### src/hdl/das_defs.vh
// constants for the drive alarm supervisor: register map, field positions,
// reset values, alarm codes and timing.
// assumes a 125 MHz system clock and a 32-bit AXI4-Lite register port.
`ifndef DAS_DEFS_VH
`define DAS_DEFS_VH

// ****************************************************************
// register byte offsets
// ****************************************************************
`define DAS_REG_CTRL      5'h00
`define DAS_REG_WAIT      5'h04
`define DAS_REG_SUM       5'h08
`define DAS_REG_FIRST     5'h0c
`define DAS_REG_LAST      5'h10
`define DAS_REG_STAT      5'h14
`define DAS_REG_IRQ_STAT  5'h18
`define DAS_REG_IRQ_MASK  5'h1c

// ****************************************************************
// control register fields
// ****************************************************************
`define DAS_CTRL_FIELD_MASK   0
`define DAS_CTRL_SERIAL_MASK  1
`define DAS_CTRL_STALL_MASK   2
`define DAS_CTRL_UNLATCH      3
`define DAS_CTRL_SPEED_MASK   4
`define DAS_CTRL_ENC_MASK     5
`define DAS_CTRL_REMOTE_MASK  6
`define DAS_CTRL_SERIAL_SLAVE 7
`define DAS_CTRL_W            8
`define DAS_CTRL_RST          8'h08

// ****************************************************************
// status register fields
// ****************************************************************
`define DAS_STAT_STALL    0
`define DAS_STAT_REMOTE   1
`define DAS_STAT_DRIVE_OK 2
`define DAS_STAT_LATCHED  3

// ****************************************************************
// interrupt events
// ****************************************************************
`define DAS_EV_NEW_ALARM  0
`define DAS_EV_LATCH      1
`define DAS_EV_REMOTE     2
`define DAS_EV_RESET      3
`define DAS_EV_W          4

// ****************************************************************
// single-bit alarm positions
// ****************************************************************
`define DAS_BIT_SPEED_FBK  6
`define DAS_BIT_ENCODER    7
`define DAS_BIT_FIELD_FAIL 8
`define DAS_BIT_SERIAL_RX  11
`define DAS_BIT_STALL      12

// ****************************************************************
// multi-bit alarm codes, in order of the special alarm inputs
// ****************************************************************
`define DAS_CODE_EXT_TRIP    16'hf005
`define DAS_CODE_REMOTE      16'hf006
`define DAS_CODE_AT_ERROR    16'hf001
`define DAS_CODE_AT_ABORT    16'hf002
`define DAS_CODE_CONFIG      16'hf200
`define DAS_CODE_NO_OPSTAT   16'hf400
`define DAS_CODE_PCB_VER     16'hff05
`define DAS_CODE_PRODUCT     16'hff06
`define DAS_SPC_REMOTE       1
`define DAS_NO_ALARM         16'h0000

// ****************************************************************
// remote trip wait, in tenths of a second
// ****************************************************************
`define DAS_WAIT_MIN         16'h0001
`define DAS_WAIT_MAX         16'h1770
`define DAS_WAIT_RST         16'h0064
`define DAS_TICK_US          100000
`define DAS_CLK_MHZ          125
`define DAS_TICK_CYC         (`DAS_TICK_US * `DAS_CLK_MHZ)

`endif

### src/hdl/das_supervisor.v
// drive alarm supervisor: alarm word, first and latest code, inhibit masks,
// stall flag, delayed remote trip, fault latch and AXI4-Lite registers.
// assumes alarm and start pins are asynchronous and the bus runs on clk_sys.
//
// Design decisions made here: the placing of the registers and the AXI4-Lite register port.
`timescale 1ns/1ps
`include "das_defs.vh"

module das_supervisor #(
	parameter TICK_CYC = `DAS_TICK_CYC
) (
	input  wire        clk_sys,              // system clock
	input  wire        nrst,                 // asynchronous reset, active low
	input  wire [15:0] alarm_pin,            // single-bit alarm sources
	input  wire [7:0]  special_pin,          // multi-bit code alarm sources
	input  wire        arm_over_stall,       // armature current above stall level
	input  wire        at_zero_speed,        // speed at zero
	input  wire        at_zero_setpoint,     // setpoint at zero
	input  wire        start_input_terminal, // operator start input
	output reg         drive_ok_output,      // high out of reset while no fault latched
	output reg         contactor_open,       // high while a fault opens contactor
	output reg         irq,                  // level interrupt
	input  wire [4:0]  s_axi_awaddr,         // write address
	input  wire        s_axi_awvalid,        // write address valid
	output reg         s_axi_awready,        // write address ready
	input  wire [31:0] s_axi_wdata,          // write data
	input  wire [3:0]  s_axi_wstrb,          // write byte enables
	input  wire        s_axi_wvalid,         // write data valid
	output reg         s_axi_wready,         // write data ready
	output reg  [1:0]  s_axi_bresp,          // write response
	output reg         s_axi_bvalid,         // write response valid
	input  wire        s_axi_bready,         // write response ready
	input  wire [4:0]  s_axi_araddr,         // read address
	input  wire        s_axi_arvalid,        // read address valid
	output reg         s_axi_arready,        // read address ready
	output reg  [31:0] s_axi_rdata,          // read data
	output reg  [1:0]  s_axi_rresp,          // read response
	output reg         s_axi_rvalid,         // read data valid
	input  wire        s_axi_rready          // read data ready
);

	// ****************************************************************
	// pin synchronisers
	// ****************************************************************
	localparam NSYNC = 28;
	wire [NSYNC-1:0] pin_raw = {start_input_terminal, at_zero_setpoint, at_zero_speed,
		arm_over_stall, special_pin, alarm_pin};
	reg  [NSYNC-1:0] sync1_q, sync2_q, sync3_q, pin_q;
	wire [NSYNC-1:0] pin_d = (sync2_q & ~(sync2_q ^ sync3_q)) | (pin_q & (sync2_q ^ sync3_q));

	// a change counts only once the second and third stages agree
	always @(posedge clk_sys or negedge nrst) begin
		if (!nrst) begin
			sync1_q <= {NSYNC{1'b0}};
			sync2_q <= {NSYNC{1'b0}};
			sync3_q <= {NSYNC{1'b0}};
			pin_q   <= {NSYNC{1'b0}};
		end else begin
			sync1_q <= pin_raw;
			sync2_q <= sync1_q;
			sync3_q <= sync2_q;
			pin_q   <= pin_d;
		end
	end

	wire [15:0] alm_in   = pin_q[15:0];
	wire [7:0]  spc_in   = pin_q[23:16];
	wire        over_stl = pin_q[24];
	wire        zero_spd = pin_q[25];
	wire        zero_set = pin_q[26];
	wire        start_in = pin_q[27];

	// ****************************************************************
	// software settings
	// ****************************************************************
	reg  [`DAS_CTRL_W-1:0] ctrl_q;
	reg  [15:0]            wait_q;
	reg  [`DAS_EV_W-1:0]   irq_stat_q, irq_mask_q;
	wire slave_mode = ctrl_q[`DAS_CTRL_SERIAL_SLAVE];

	// ****************************************************************
	// alarm word
	// ****************************************************************
	reg  [15:0] sum_q;
	reg  [15:0] sum_d;
	wire        stall_fail = over_stl & zero_spd & ~zero_set;

	always @* begin
		sum_d = alm_in;
		sum_d[`DAS_BIT_FIELD_FAIL] = alm_in[`DAS_BIT_FIELD_FAIL]
			& ~ctrl_q[`DAS_CTRL_FIELD_MASK];
		sum_d[`DAS_BIT_SERIAL_RX] = alm_in[`DAS_BIT_SERIAL_RX] & slave_mode
			& ~ctrl_q[`DAS_CTRL_SERIAL_MASK];
		sum_d[`DAS_BIT_SPEED_FBK] = alm_in[`DAS_BIT_SPEED_FBK]
			& ~ctrl_q[`DAS_CTRL_SPEED_MASK];
		sum_d[`DAS_BIT_ENCODER] = alm_in[`DAS_BIT_ENCODER]
			& ~ctrl_q[`DAS_CTRL_ENC_MASK];
		sum_d[`DAS_BIT_STALL] = stall_fail;
	end

	// ****************************************************************
	// remote trip wait
	// ****************************************************************
	// the wait counts in tenths of a second; a wait of zero acts as the minimum
	wire        rt_req = spc_in[`DAS_SPC_REMOTE] & ~ctrl_q[`DAS_CTRL_REMOTE_MASK];
	reg  [23:0] tick_q;
	reg  [15:0] tenth_q;
	reg         rt_q;
	wire        tick_end = (tick_q == TICK_CYC - 1);
	wire [15:0] wait_eff = (wait_q < `DAS_WAIT_MIN) ? `DAS_WAIT_MIN : wait_q;

	always @(posedge clk_sys or negedge nrst) begin
		if (!nrst) begin
			tick_q  <= 24'h000000;
			tenth_q <= 16'h0000;
			rt_q    <= 1'b0;
		end else if (!rt_req) begin
			tick_q  <= 24'h000000;
			tenth_q <= 16'h0000;
			rt_q    <= 1'b0;
		end else if (!rt_q) begin
			tick_q <= tick_end ? 24'h000000 : tick_q + 24'h000001;
			if (tick_end) begin
				tenth_q <= tenth_q + 16'h0001;
				if (tenth_q + 16'h0001 >= wait_eff)
					rt_q <= 1'b1;
			end
		end
	end

	// special alarms as seen by the supervisor: remote trip only once its wait is over
	wire [7:0] spc_act = (spc_in & ~(8'h01 << `DAS_SPC_REMOTE))
		| ({7'h00, rt_q} << `DAS_SPC_REMOTE);

	// ****************************************************************
	// latest and first alarm codes
	// ****************************************************************
	function [15:0] spc_code;
		input [2:0] idx;
		begin
			case (idx)
				3'h0: spc_code = `DAS_CODE_EXT_TRIP;
				3'h1: spc_code = `DAS_CODE_REMOTE;
				3'h2: spc_code = `DAS_CODE_AT_ERROR;
				3'h3: spc_code = `DAS_CODE_AT_ABORT;
				3'h4: spc_code = `DAS_CODE_CONFIG;
				3'h5: spc_code = `DAS_CODE_NO_OPSTAT;
				3'h6: spc_code = `DAS_CODE_PCB_VER;
				default: spc_code = `DAS_CODE_PRODUCT;
			endcase
		end
	endfunction

	reg  [15:0] sum_hold_q, last_q, first_q;
	reg  [7:0]  spc_q;
	wire [15:0] new_bits = sum_d & ~sum_hold_q;
	wire [7:0]  new_spc  = spc_act & ~spc_q;
	wire        any_now  = (sum_d != 16'h0000) | (spc_act != 8'h00);
	wire        any_was  = (sum_hold_q != 16'h0000) | (spc_q != 8'h00);
	reg  [15:0] new_code;
	integer     i;

	// when several alarms rise together the highest code position is reported
	always @* begin
		new_code = `DAS_NO_ALARM;
		for (i = 0; i < 16; i = i + 1)
			if (new_bits[i])
				new_code = 16'h0001 << i;
		for (i = 0; i < 8; i = i + 1)
			if (new_spc[i])
				new_code = spc_code(i[2:0]);
	end

	wire new_alarm = (new_bits != 16'h0000) | (new_spc != 8'h00);

	// ****************************************************************
	// fault latch
	// ****************************************************************
	reg  latched_q, start_q;
	wire [15:0] trip_bits = sum_d & ~({15'h0000, ctrl_q[`DAS_CTRL_STALL_MASK]}
		<< `DAS_BIT_STALL);
	wire trip_now  = (trip_bits != 16'h0000) | (spc_act != 8'h00);
	wire start_low = start_q & ~start_in;
	wire unlatch   = ctrl_q[`DAS_CTRL_UNLATCH] & start_low;

	always @(posedge clk_sys or negedge nrst) begin
		if (!nrst) begin
			sum_hold_q <= 16'h0000;
			spc_q      <= 8'h00;
			last_q     <= `DAS_NO_ALARM;
			first_q    <= `DAS_NO_ALARM;
			latched_q  <= 1'b0;
			start_q    <= 1'b0;
		end else begin
			sum_hold_q <= sum_d;
			spc_q      <= spc_act;
			start_q    <= start_in;
			if (!any_now)
				last_q <= `DAS_NO_ALARM;
			else if (new_alarm)
				last_q <= new_code;
			// a new alarm in the reset cycle is lost while a first code is held: capture wins over clear only when none is held
			if (new_alarm && !any_was && first_q == `DAS_NO_ALARM)
				first_q <= new_code;
			else if (unlatch)
				first_q <= `DAS_NO_ALARM;
			// a fault present in the reset cycle keeps the latch set
			if (trip_now)
				latched_q <= 1'b1;
			else if (unlatch)
				latched_q <= 1'b0;
		end
	end

	// ****************************************************************
	// interrupt status
	// ****************************************************************
	wire [`DAS_EV_W-1:0] ev;
	assign ev[`DAS_EV_NEW_ALARM] = new_alarm;
	assign ev[`DAS_EV_LATCH]     = trip_now & ~latched_q;
	assign ev[`DAS_EV_REMOTE]    = rt_q & ~spc_q[`DAS_SPC_REMOTE];
	assign ev[`DAS_EV_RESET]     = unlatch & ~trip_now & latched_q;

	// ****************************************************************
	// AXI4-Lite slave
	// ****************************************************************
	reg  [4:0]  awaddr_q;
	reg  [31:0] wdata_q;
	reg  [3:0]  wstrb_q;
	reg         aw_have_q, w_have_q;
	wire        aw_take = s_axi_awvalid & s_axi_awready;
	wire        w_take  = s_axi_wvalid & s_axi_wready;
	wire        do_wr   = aw_have_q & w_have_q & ~s_axi_bvalid;
	wire        wr_ok   = (awaddr_q[1:0] == 2'b00) && (awaddr_q <= `DAS_REG_IRQ_MASK);
	wire [`DAS_EV_W-1:0] w1c = (do_wr && awaddr_q == `DAS_REG_IRQ_STAT && wstrb_q[0])
		? wdata_q[`DAS_EV_W-1:0] : {`DAS_EV_W{1'b0}};
	reg  [31:0] rd_d;
	reg         rd_ok;

	always @* begin
		rd_d  = 32'h00000000;
		rd_ok = 1'b1;
		case (s_axi_araddr)
			`DAS_REG_CTRL:     rd_d = {24'h000000, ctrl_q};
			`DAS_REG_WAIT:     rd_d = {16'h0000, wait_q};
			`DAS_REG_SUM:      rd_d = {16'h0000, sum_hold_q};
			`DAS_REG_FIRST:    rd_d = {16'h0000, first_q};
			`DAS_REG_LAST:     rd_d = {16'h0000, last_q};
			`DAS_REG_STAT:     rd_d = {28'h0000000, latched_q, ~latched_q, rt_q,
				sum_hold_q[`DAS_BIT_STALL]};
			`DAS_REG_IRQ_STAT: rd_d = {28'h0000000, irq_stat_q};
			`DAS_REG_IRQ_MASK: rd_d = {28'h0000000, irq_mask_q};
			default:           rd_ok = 1'b0;
		endcase
	end

	always @(posedge clk_sys or negedge nrst) begin
		if (!nrst) begin
			s_axi_awready <= 1'b0;
			s_axi_wready  <= 1'b0;
			s_axi_bvalid  <= 1'b0;
			s_axi_bresp   <= 2'b00;
			s_axi_arready <= 1'b0;
			s_axi_rvalid  <= 1'b0;
			s_axi_rdata   <= 32'h00000000;
			s_axi_rresp   <= 2'b00;
			aw_have_q     <= 1'b0;
			w_have_q      <= 1'b0;
			awaddr_q      <= 5'h00;
			wdata_q       <= 32'h00000000;
			wstrb_q       <= 4'h0;
			ctrl_q        <= `DAS_CTRL_RST;
			wait_q        <= `DAS_WAIT_RST;
			irq_mask_q    <= {`DAS_EV_W{1'b0}};
			irq_stat_q    <= {`DAS_EV_W{1'b0}};
			irq           <= 1'b0;
			drive_ok_output <= 1'b0;
			contactor_open  <= 1'b0;
		end else begin
			// address and data are taken separately, in either order
			s_axi_awready <= ~aw_have_q & ~aw_take & ~s_axi_bvalid;
			s_axi_wready  <= ~w_have_q & ~w_take & ~s_axi_bvalid;
			if (aw_take) begin
				aw_have_q <= 1'b1;
				awaddr_q  <= s_axi_awaddr;
			end
			if (w_take) begin
				w_have_q <= 1'b1;
				wdata_q  <= s_axi_wdata;
				wstrb_q  <= s_axi_wstrb;
			end
			if (do_wr) begin
				aw_have_q    <= 1'b0;
				w_have_q     <= 1'b0;
				s_axi_bvalid <= 1'b1;
				s_axi_bresp  <= wr_ok ? 2'b00 : 2'b10;
				case (awaddr_q)
					`DAS_REG_CTRL:
						if (wstrb_q[0])
							ctrl_q <= wdata_q[`DAS_CTRL_W-1:0];
					`DAS_REG_WAIT: begin
						if (wstrb_q[0])
							wait_q[7:0] <= wdata_q[7:0];
						if (wstrb_q[1])
							wait_q[15:8] <= wdata_q[15:8];
					end
					`DAS_REG_IRQ_MASK:
						if (wstrb_q[0])
							irq_mask_q <= wdata_q[`DAS_EV_W-1:0];
					default: ;
				endcase
			end else if (s_axi_bvalid && s_axi_bready) begin
				s_axi_bvalid <= 1'b0;
			end
			// one read at a time: address taken, data one cycle later
			s_axi_arready <= ~s_axi_arready & ~s_axi_rvalid & s_axi_arvalid;
			if (s_axi_arready && s_axi_arvalid) begin
				s_axi_rvalid <= 1'b1;
				s_axi_rdata  <= rd_d;
				s_axi_rresp  <= rd_ok ? 2'b00 : 2'b10;
			end else if (s_axi_rvalid && s_axi_rready) begin
				s_axi_rvalid <= 1'b0;
			end
			// event set wins over a write-one clear in the same cycle
			irq_stat_q <= (irq_stat_q & ~w1c) | ev;
			irq        <= |(((irq_stat_q & ~w1c) | ev) & irq_mask_q);
			drive_ok_output <= ~(latched_q | trip_now) | (unlatch & ~trip_now);
			contactor_open  <= (latched_q | trip_now) & ~(unlatch & ~trip_now);
		end
	end

endmodule

### config.mk
export PLATFORM = sky130hd
export DESIGN_NAME = das_supervisor
export DESIGN_NICKNAME = d
export VERILOG_FILES = /design/src/hdl/das_supervisor.v
export VERILOG_INCLUDE_DIRS = /design/src /design/src/hdl
export SDC_FILE = /design/constraint.sdc
export NUM_CORES = 1
export LEC_CHECK = 0
export ABC_AREA = 1
export BUFFER_PORTS_ARGS = -buffer_cell sky130_fd_sc_hd__buf_4
export CAP_MARGIN = 5
export CORE_MARGIN = 2
export CORE_UTILIZATION = 36
export CTS_BUF_LIST = sky130_fd_sc_hd__clkbuf_2
export CTS_CLUSTER_DIAMETER = 200
export DETAILED_ROUTE_END_ITERATION = 10
export SETUP_SLACK_MARGIN = 0.15
export SKIP_CTS_REPAIR_TIMING = 1
export SYNTH_ARGS = -nofsm -noshare
export SYNTH_HDL_FRONTEND = slang
export SYNTH_SLANG_ARGS = --single-unit
### constraint.sdc
create_clock -name clk_sys -period 6.35 [get_ports clk_sys]
set_input_delay 0.3175 -clock clk_sys [delete_from_list [all_inputs] [get_ports clk_sys]]
set_output_delay 0.3175 -clock clk_sys [all_outputs]
set_load 0.01 [all_outputs]
==> impl_metrics.ini, run 1 <==
[critical_path]
path_class = register to register
cp_slowest_cell = dfrtp_1
crit_top_cell = nand2_1
path_buf_inv = 1
path_cells = ha_1 > nand2_1 > nor2_1 > nand4_1 > nor2_1 > nand4_1 > xor2_1 > ha_1 > nand2_1 > inv_1 > nand3_1 > nor3_1 > nand3_1 > nand3_1 > nand2_1 > nand2_1
cp.arrival_ns = 3.65
worstSetupStartpointType = register
slowest_delay_ns = 0.40
cp_max_fo = 5
critical-path-top-delay-family = simple AND/OR/NAND/NOR gates
endpoint_kind = register
cp_data_required_time_ns = 7.20

[synth]
syn_area_per_cell_um2 = 9.65
synth_top_area_cell = dfrtp_1
synth_seq_cells = 290
syn-cell-area_um2 = 12200
synth_cell_type_count = 46
async_reset_ff_share_pct = 100
synth_edf_count = 0
ys_seq_area_share_pct = 59.3
ys_top_cells_by_count = 286 x dfrtp_1, 248 x nand2_1, 183 x inv_1, 105 x o21ai_0, 83 x nor2_1
yosys.cell_count.top_type = dfrtp_1
synthCells = 1269
ys.flop_type = dfrtp_1
yosys.area.top_type_share_pct = 58.4
yosys-top-cells-area = dfrtp_1 58%, nand2_1 7.6%, inv_1 5.6%, o21ai_0 4.3%, nor2_1 2.5%
ys_warn_count = 0

[clocking]
path_clk_slew_ns = 0.11
htreeDepth = 3
cts_tree = done
cts_root_buf = clkbuf_2
clockBufferDepth = 3
clkSinkCount = 290
clock_latency_ns = 0.94
cts_made_buffers = 75

[grt]
antenna_found_initial = 2
grt_pass1_wl_mm = 47.4
grt_pass1_vias = 9176
grt_util_all_layers_pct = 16.8
grt-ovfl-total = 0
grt_max_degree = 162

[timing]
fin_ws_ns = 3.55
finalCritPeriodShare_pct = 44.1
rsz0062_at_grt = no
period_needed_ns = 2.80
max_slew_margin_pct = 34.4
final_max_slew_viol_count = 0
hold_viol = 0
skew_ns = 0.101
clock.fmax_ghz = 0.357
setup_tns_ns = 0
worst_slew_pin_slew_ns = 0.984
setup_violations = 0

[cells_and_area]
drive_gt1_share_pct = 17.1
final_area_um2 = 14800
final_cells = 1994
areaGrowthSynthToFinish_pct = 20.7
nets = 1591

[power_and_ir_drop]
p_per_area_nw_per_um2 = 299
comb_power_share_pct = 19.7
leakagePower_uw = 0.00715
switching_share_pct = 33.3
seq_power_share_pct = 51.5
ir_drop_mv = 0.203
p_switching_uw = 1470
internal-power_uw = 2950
clock_power_share_pct = 28.8

[place]
portBuffers = 87
routabilityCongestion = 0.878
placed_area_um2 = 13300
hpwl_mm = 20.3
dp.cells = 1784
dp_slack_ns = 3.60

[floorplan]
core-area_um2 = 33500
die_x_um = 188
num_rows = 67
initial_utilization_pct = 36.5
die-height_um = 188
dieArea_um2 = 35500
io_pins = 125

[detailed_routing]
antenna_left = 0
finalWirelength_mm = 29.6
wl_per_cell_um = 14.9
drc_errors = 0
vias = 9470
drtPass1Iterations = 7
drt-vias-per-instance = 4.75
drtIter0Drc = 628

[status]
status = completed

[flow_run]
max_cap_viol_count = 0

[hold_path]
min_path_type = input pin to async pin
==> layer usage <==
layer,wire (µm),global-route usage [%],vias up
met5,0,0,-
met4,1020,8.11,0
met3,2020,4.41,64
met2,12800,24.5,288
met1,13800,23.4,4507
li1,-,-,4611
==> cells in the final DEF (no fill, tap or decap), types with 18 or more instances in the layout <==
cell	Yosys	final
ha_1	18	18
buf_4	19	87
maj3_1	27	27
a21oi_1	22	22
nor2_1	83	83
conb_1	1	18
dfrtp_1	286	286
nand4_1	28	28
inv_1	183	183
nand2_1	248	248
clkbuf_2	0	107
o22ai_1	36	36
dlygate4sd3_1	0	79
nor3_1	24	24
nand3_1	49	49
o21ai_0	105	105
==> state kept, by name, indices dropped and copies added (netlist names), 2 cells and up, named ones only <==
name	cells
awaddr_q	5
ctrl_q	8
first_q	16
irq_mask_q	4
irq_stat_q	4
last_q	16
s_axi_rdata	16
spc_q	8
sum_hold_q	16
sync1_q	27
sync2_q	27
sync3_q	27
tenth_q	16
tick_q	24
wait_q	16
wdata_q	16
wstrb_q	2
==> path summary, 6_finish.rpt <==
path                                start     endpoint  slack, ns  depth (start not counted)
max                            tenth_q[0]         rt_q       3.55                         16
min                                  nrst  awaddr_q[1]       0.07                          2
max reg2reg                    tenth_q[0]         rt_q       3.55                         16
min reg2reg                   sync1_q[21]  sync2_q[21]       0.29                          0
max in group asynchronous            nrst   sync2_q[4]       4.86                          3
min in group clk_sys       special_pin[5]  sync1_q[21]       0.09                          2
==> area by class of cell <==
type	instances	area, µm²
Inverter	188	706
Timing Repair Buffer	168	1480
Clock buffer	107	536
Fill cell	3276	18700
Antenna cell	2	5.00
Sequential cell	290	7260
Clock inverter	22	146
Multi-Input combinational cell	769	4090
Tap cell	448	561
==> cells by family (layout without fill, tap and decap cells) <==
kind of cell	after synthesis	after routing	share of synthesized area [%]
xor gates and xnor gates	15	15	1.07
and+or+nand+nor	489	489	17.9
DFF	290	290	59.3
adders and majority gates	45	45	4.05
AOI/OAI and AO/OA	202	202	9.82
buffers and inverters	227	485	7.82
other	1	20	0.0306
==> per-stage QoR <==
step           utilization (%)  total power [µW]  hold WS [ns]
3_5_place_dp              39.7              3120         0.335
2_1_floorplan                -              2800        0.0219
5_1_grt                   44.1              4740      -0.00581
4_1_cts                   41.7              4420        -0.593
3_3_place_gp              39.7              3090         0.332
6_report                  44.1              4420        0.0737
==> power by group through the flow <==
stage	Clock, µW	Combinational, µW	Sequential, µW
after floorplan	0	535	2270
after global placement	0	790	2300
after detailed placement	0	809	2310
after CTS	1330	813	2270
after global routing	1440	997	2310
final	1270	871	2280
Note: power is estimated with default switching activity, not from simulation.
==> run 2: changes to the inputs <==
==> constraint.sdc (replaced) <==
create_clock -name clk_sys -period 2.9 [get_ports clk_sys]
set_input_delay 0.145 -clock clk_sys [delete_from_list [all_inputs] [get_ports clk_sys]]
set_output_delay 0.145 -clock clk_sys [all_outputs]
set_load 0.01 [all_outputs]
==> run 2 against run 1 <==
Clock power grew 120%; first-iteration DRC count grew 17%; maximum frequency grew 12%; critical path depth shrank 10; clock-buffer cell count shrank 1; sequential cell count is the same; utilization grew 1.9 points; critical path type unchanged; sequential power grew 120%; power grew 120%; worst hold slack lost 0.023 ns.
==> impl_metrics.ini, run 2 (synthesis results as in run 1) <==
[power_and_ir_drop]
leakagePower_uw = 0.00741
p_per_area_nw_per_um2 = 639
ir_drop_mv = 0.366

[grt]
grt-ovfl-total = 0
grt_pass1_wl_mm = 47.9
grt_util_all_layers_pct = 16.9
grt_max_degree = 95
antenna_found_initial = 2
grt_pass1_vias = 9105

[critical_path]
cp.arrival_ns = 3.28
path_buf_inv = 3
critical-path-top-delay-family = buffers and inverters
slowest_delay_ns = 0.59
worstSetupStartpointType = register
cp_max_fo = 25
cp_data_required_time_ns = 3.67
endpoint_kind = register
path_cells = nand2_1 > clkinv_1 > nand2_1 > dlygate4sd3_1 > o21ai_0 > dlygate4sd3_1
path_class = register to register
r2r_slack_ns = 0.39
cp_slowest_cell = dlygate4sd3_1

[cells_and_area]
reg.largest.list = sync1_q (27), sync2_q (27), sync3_q (27)
multi_input_area_um2 = 4130
regArea_um2 = 7260
layout_commonest_cell = dfrtp_1
final_area_um2 = 15400
drive_gt1_share_pct = 17.4
layout_common_cells = 286 x dfrtp_1, 248 x nand2_1, 183 x inv_1
areaGrowthSynthToFinish_pct = 25.9
final_util_pct = 46.0
final_cells = 2059
fillers = 3241
nets = 1651

[timing]
setup_tns_ns = 0
skew_ns = 0.0851
finalCritPeriodShare_pct = 86.5
hold_viol = 0
final_max_slew_viol_count = 0
rsz0062_at_grt = no
period_needed_ns = 2.51
worst_slew_pin_slew_ns = 0.728
clock.fmax_ghz = 0.399
max_slew_margin_pct = 51.0
setup_violations = 0

[hold_path]
min_path_type = input pin to register

[detailed_routing]
drtIter0Drc = 737
antenna_left = 0
drt-vias-per-instance = 4.78
drc_errors = 0
drtPass1Iterations = 5
vias = 9833
wl_per_cell_um = 15.1
finalWirelength_mm = 31.1

[floorplan]
die-height_um = 188
num_rows = 67
core-area_um2 = 33500
initial_utilization_pct = 36.5
die_x_um = 188
io_pins = 125
dieArea_um2 = 35500

[place]
placed_area_um2 = 13400
routabilityCongestion = 0.900
dp.cells = 1794
portBuffers = 87
hpwl_mm = 21.0

[clocking]
cts_made_buffers = 77
path_clk_slew_ns = 0.11
clockBufferDepth = 3
htreeDepth = 3
clock_latency_ns = 0.88
cts_tree = done
cts_root_buf = clkbuf_2
clkSinkCount = 290

[flow_run]
max_cap_viol_count = 0

[status]
status = completed
## run 2: cell count changes in the layout (fill, tap and decap cells not counted), sizes merged
cell	delta
diode	+1
clkbuf	-1
buf	+12
inv	+1
bufinv	-1
dlygate4sd3	+46
clkinv	+7
## run 2: where the power goes
group / internal (µW) / switching, µW
Sequential: 4630 / 347
Clock: 1030 / 1720
Combinational: 878 / 1240
Total: 6540 / 3310
## run 2: worst register-to-register path: cells and delay by family (launching register included)
family | cells | cell delay (ns)
buffers and inverters | 3 | 1.66
AOI/OAI and AO/OA | 1 | 0.08
DFF | 1 | 0.39
and+or+nand+nor | 2 | 0.34
## run 2: path summary, 6_finish.rpt
kind	from	to	depth (start not counted)
hold / removal	s_axi_rready	s_axi_rvalid	3
setup / recovery	s_axi_wready	wdata_q[9]	6
hold reg to reg	sync1_q[27]	sync2_q[27]	0
setup reg to reg	s_axi_wready	wdata_q[9]	6
max in group asynchronous	nrst	ctrl_q[3]	4
min in group asynchronous	nrst	sync3_q[21]	4
## run 2: cell type report
type | count | share of cell area [%]
Clock inverter | 29 | 1.01
Timing Repair Buffer | 226 | 13.4
Tap cell | 448 | 3.64
Inverter | 188 | 4.58
Antenna cell | 3 | 0.0487
Clock buffer | 106 | 3.44
Multi-Input combinational cell | 769 | 26.8
Sequential cell | 290 | 47.1
## run 2: layer usage
layer | global-route usage [%] | vias up | wire [µm]
met4 | 6.19 | 0 | 656
met5 | 0 | - | 0
li1 | - | 4742 | -
met1 | 24.3 | 4697 | 14600
met2 | 24.8 | 339 | 13800
met3 | 3.97 | 55 | 2000
## run 2: metrics by stage
step	setup slack [ns]	power, µW	hold slack, ns
2_1_floorplan	0.638	6140	-0.151
3_3_place_gp	0.356	6790	0.133
3_5_place_dp	0.353	6840	0.125
4_1_cts	0.323	9630	-0.844
5_1_grt	0.124	10500	0.00987
6_report	0.392	9840	0.0504
==> run 3: changes to the inputs <==
--- a/config.mk
+++ b/config.mk
@@ -14,6 +14,7 @@
 export CTS_BUF_LIST = sky130_fd_sc_hd__clkbuf_2
 export CTS_CLUSTER_DIAMETER = 200
 export DETAILED_ROUTE_END_ITERATION = 10
+export GPL_TIMING_DRIVEN = 0
 export SETUP_SLACK_MARGIN = 0.15
 export SKIP_CTS_REPAIR_TIMING = 1
 export SYNTH_ARGS = -nofsm -noshare
==> run 3 against run 2 <==
Clock-buffer cell count is 3 higher; wire length fell by 0.97%; first-iteration DRC count down 23%; maximum frequency decreased by 2.7%; die area unchanged; sequential share of layout area down 0.13 points; combinational power shrank 4%; final cell count grew 0.15%; via count about the same; critical endpoint is now rt_q.
==> impl_metrics.ini, run 3 (synthesis results as in run 1) <==
[place]
portBuffers = 87
dp_slack_ns = 0.141
dp.cells = 1823
routabilityCongestion = 0.891
placed_area_um2 = 13600
hpwl_mm = 21.4

[floorplan]
dieArea_um2 = 35500
die-height_um = 188
core-area_um2 = 33500
initial_utilization_pct = 36.5
die_x_um = 188
io_pins = 125
num_rows = 67

[critical_path]
path_class = register to register
cp_data_required_time_ns = 3.65
worstSetupStartpointType = register
r2r_start = tenth_q[0]
r2r_slack_ns = 0.32
endpoint_kind = register
cp.arrival_ns = 3.32
reg2reg_to = rt_q
crit_end = rt_q
cp_max_fo = 3
cp-startpoint = tenth_q[0]
reg2reg_depth = 16

[grt]
grt-ovfl-total = 0
grt_util_all_layers_pct = 17.1
grt_max_degree = 118
antenna_found_initial = 1
grt_pass1_vias = 9309
grt_pass1_wl_mm = 48.1

[detailed_routing]
antenna_left = 0
drtPass1Iterations = 5
wl_per_cell_um = 14.9
drc_errors = 0
drt-vias-per-instance = 4.76
vias = 9825
drtIter0Drc = 569
finalWirelength_mm = 30.8

[timing]
setup_violations = 0
final_max_slew_viol_count = 0
worst_slew_pin_slew_ns = 0.912
rsz0062_at_grt = no
skew_ns = 0.0965
hold_viol = 0
max_slew_margin_pct = 38.7
clock.fmax_ghz = 0.388
fin_ws_ns = 0.322
finalCritPeriodShare_pct = 88.9
period_needed_ns = 2.58

[power_and_ir_drop]
leakagePower_uw = 0.00748
ir_drop_mv = 0.332
p_per_area_nw_per_um2 = 642

[clocking]
cts_made_buffers = 78
cts_tree = done
clkSinkCount = 290
htreeDepth = 3
path_clk_slew_ns = 0.10
clockBufferDepth = 3
cts_root_buf = clkbuf_2
clock_latency_ns = 0.88

[hold_path]
min_path_type = input pin to register
min_from = s_axi_wdata[11]

[cells_and_area]
layout_common_cells = 286 x dfrtp_1, 248 x nand2_1, 183 x inv_1
areaGrowthSynthToFinish_pct = 26.2
final_area_um2 = 15500
final_cells = 2062
drive_gt1_share_pct = 18.6
layout_commonest_cell = dfrtp_1
reg.largest.list = sync1_q (27), sync2_q (27), sync3_q (27)
nets = 1664
final_util_pct = 46.1

[status]
status = completed

[flow_run]
max_cap_viol_count = 0
==> run 3: cell count changes in the layout (fill, tap and decap cells not counted), moves of 4 or more <==
cell,delta
buf_4,+10
clkinv_1,-11
buf_6,+4
dlygate4sd3_1,-18
clkbuf_1,+13
==> run 3: where the power goes <==
part	leakage [µW]	internal (µW)	switching, µW
combinational	0.00336	823	1220
sequential	0.00360	4630	350
clock	0.000524	1260	1640
total	0.00748	6720	3210
==> run 3: metal layers <==
layer	track usage [%]	vias to the layer above	wire [µm]	share of wire (%)
met3	3.86	56	1720	5.6
li1	-	4750	-	-
met1	23.8	4700	14300	47
met4	7.54	0	924	3.0
met2	25.6	319	13800	45
met5	0	-	0	0
==> run 3: per-stage QoR <==
step / TNS [ns] / total power [µW] / hold slack (ns)
final: 0 / 9930 / 0.0726
after CTS: 0 / 9850 / -0.797
after global routing: 0 / 10600 / 0.0136
after floorplan: 0 / 6140 / -0.151
after detailed placement: 0 / 6880 / 0.176
after global placement: -244.14 / 6830 / 0.255
==> run 3: worst min path at each step <==
stage	to	slack, ns	cells after the start
after floorplan	async pin	-0.15	0
after global placement	sync1_q[26]	0.26	1
after detailed placement	awaddr_q[1]	0.18	1
after CTS	first_q[15]	-0.80	1
after global routing	wdata_q[11]	0.01	4
final	wdata_q[11]	0.07	4
==> run 3: worst max-delay path, cell delays in order, from the launching register on <==
cell and delay, ns:
dfrtp_1 0.39, ha_1 0.19, nand2_1 0.10, nor2_2 0.16, nand4_1 0.19, nor2_4 0.15, nand4_1 0.13, xor2_2 0.19
ha_1 0.30, nand2_1 0.07, inv_1 0.04, nand3_1 0.09, inv_1 0.05, a21oi_1 0.16, nand3_1 0.12, nand2_1 0.07
nand2_1 0.04
==> run 3: cell type report <==
class                   count  area, µm²
flip-flops and latches    290       7260
inverters                 188        706
well taps                 448        561
clock inverters            18        155
clock buffers             109        546
multi-input cells         769       4150
fillers                  3294      18100
repair buffers            199       1830
diodes                      2       5.00
plain buffers              39        251
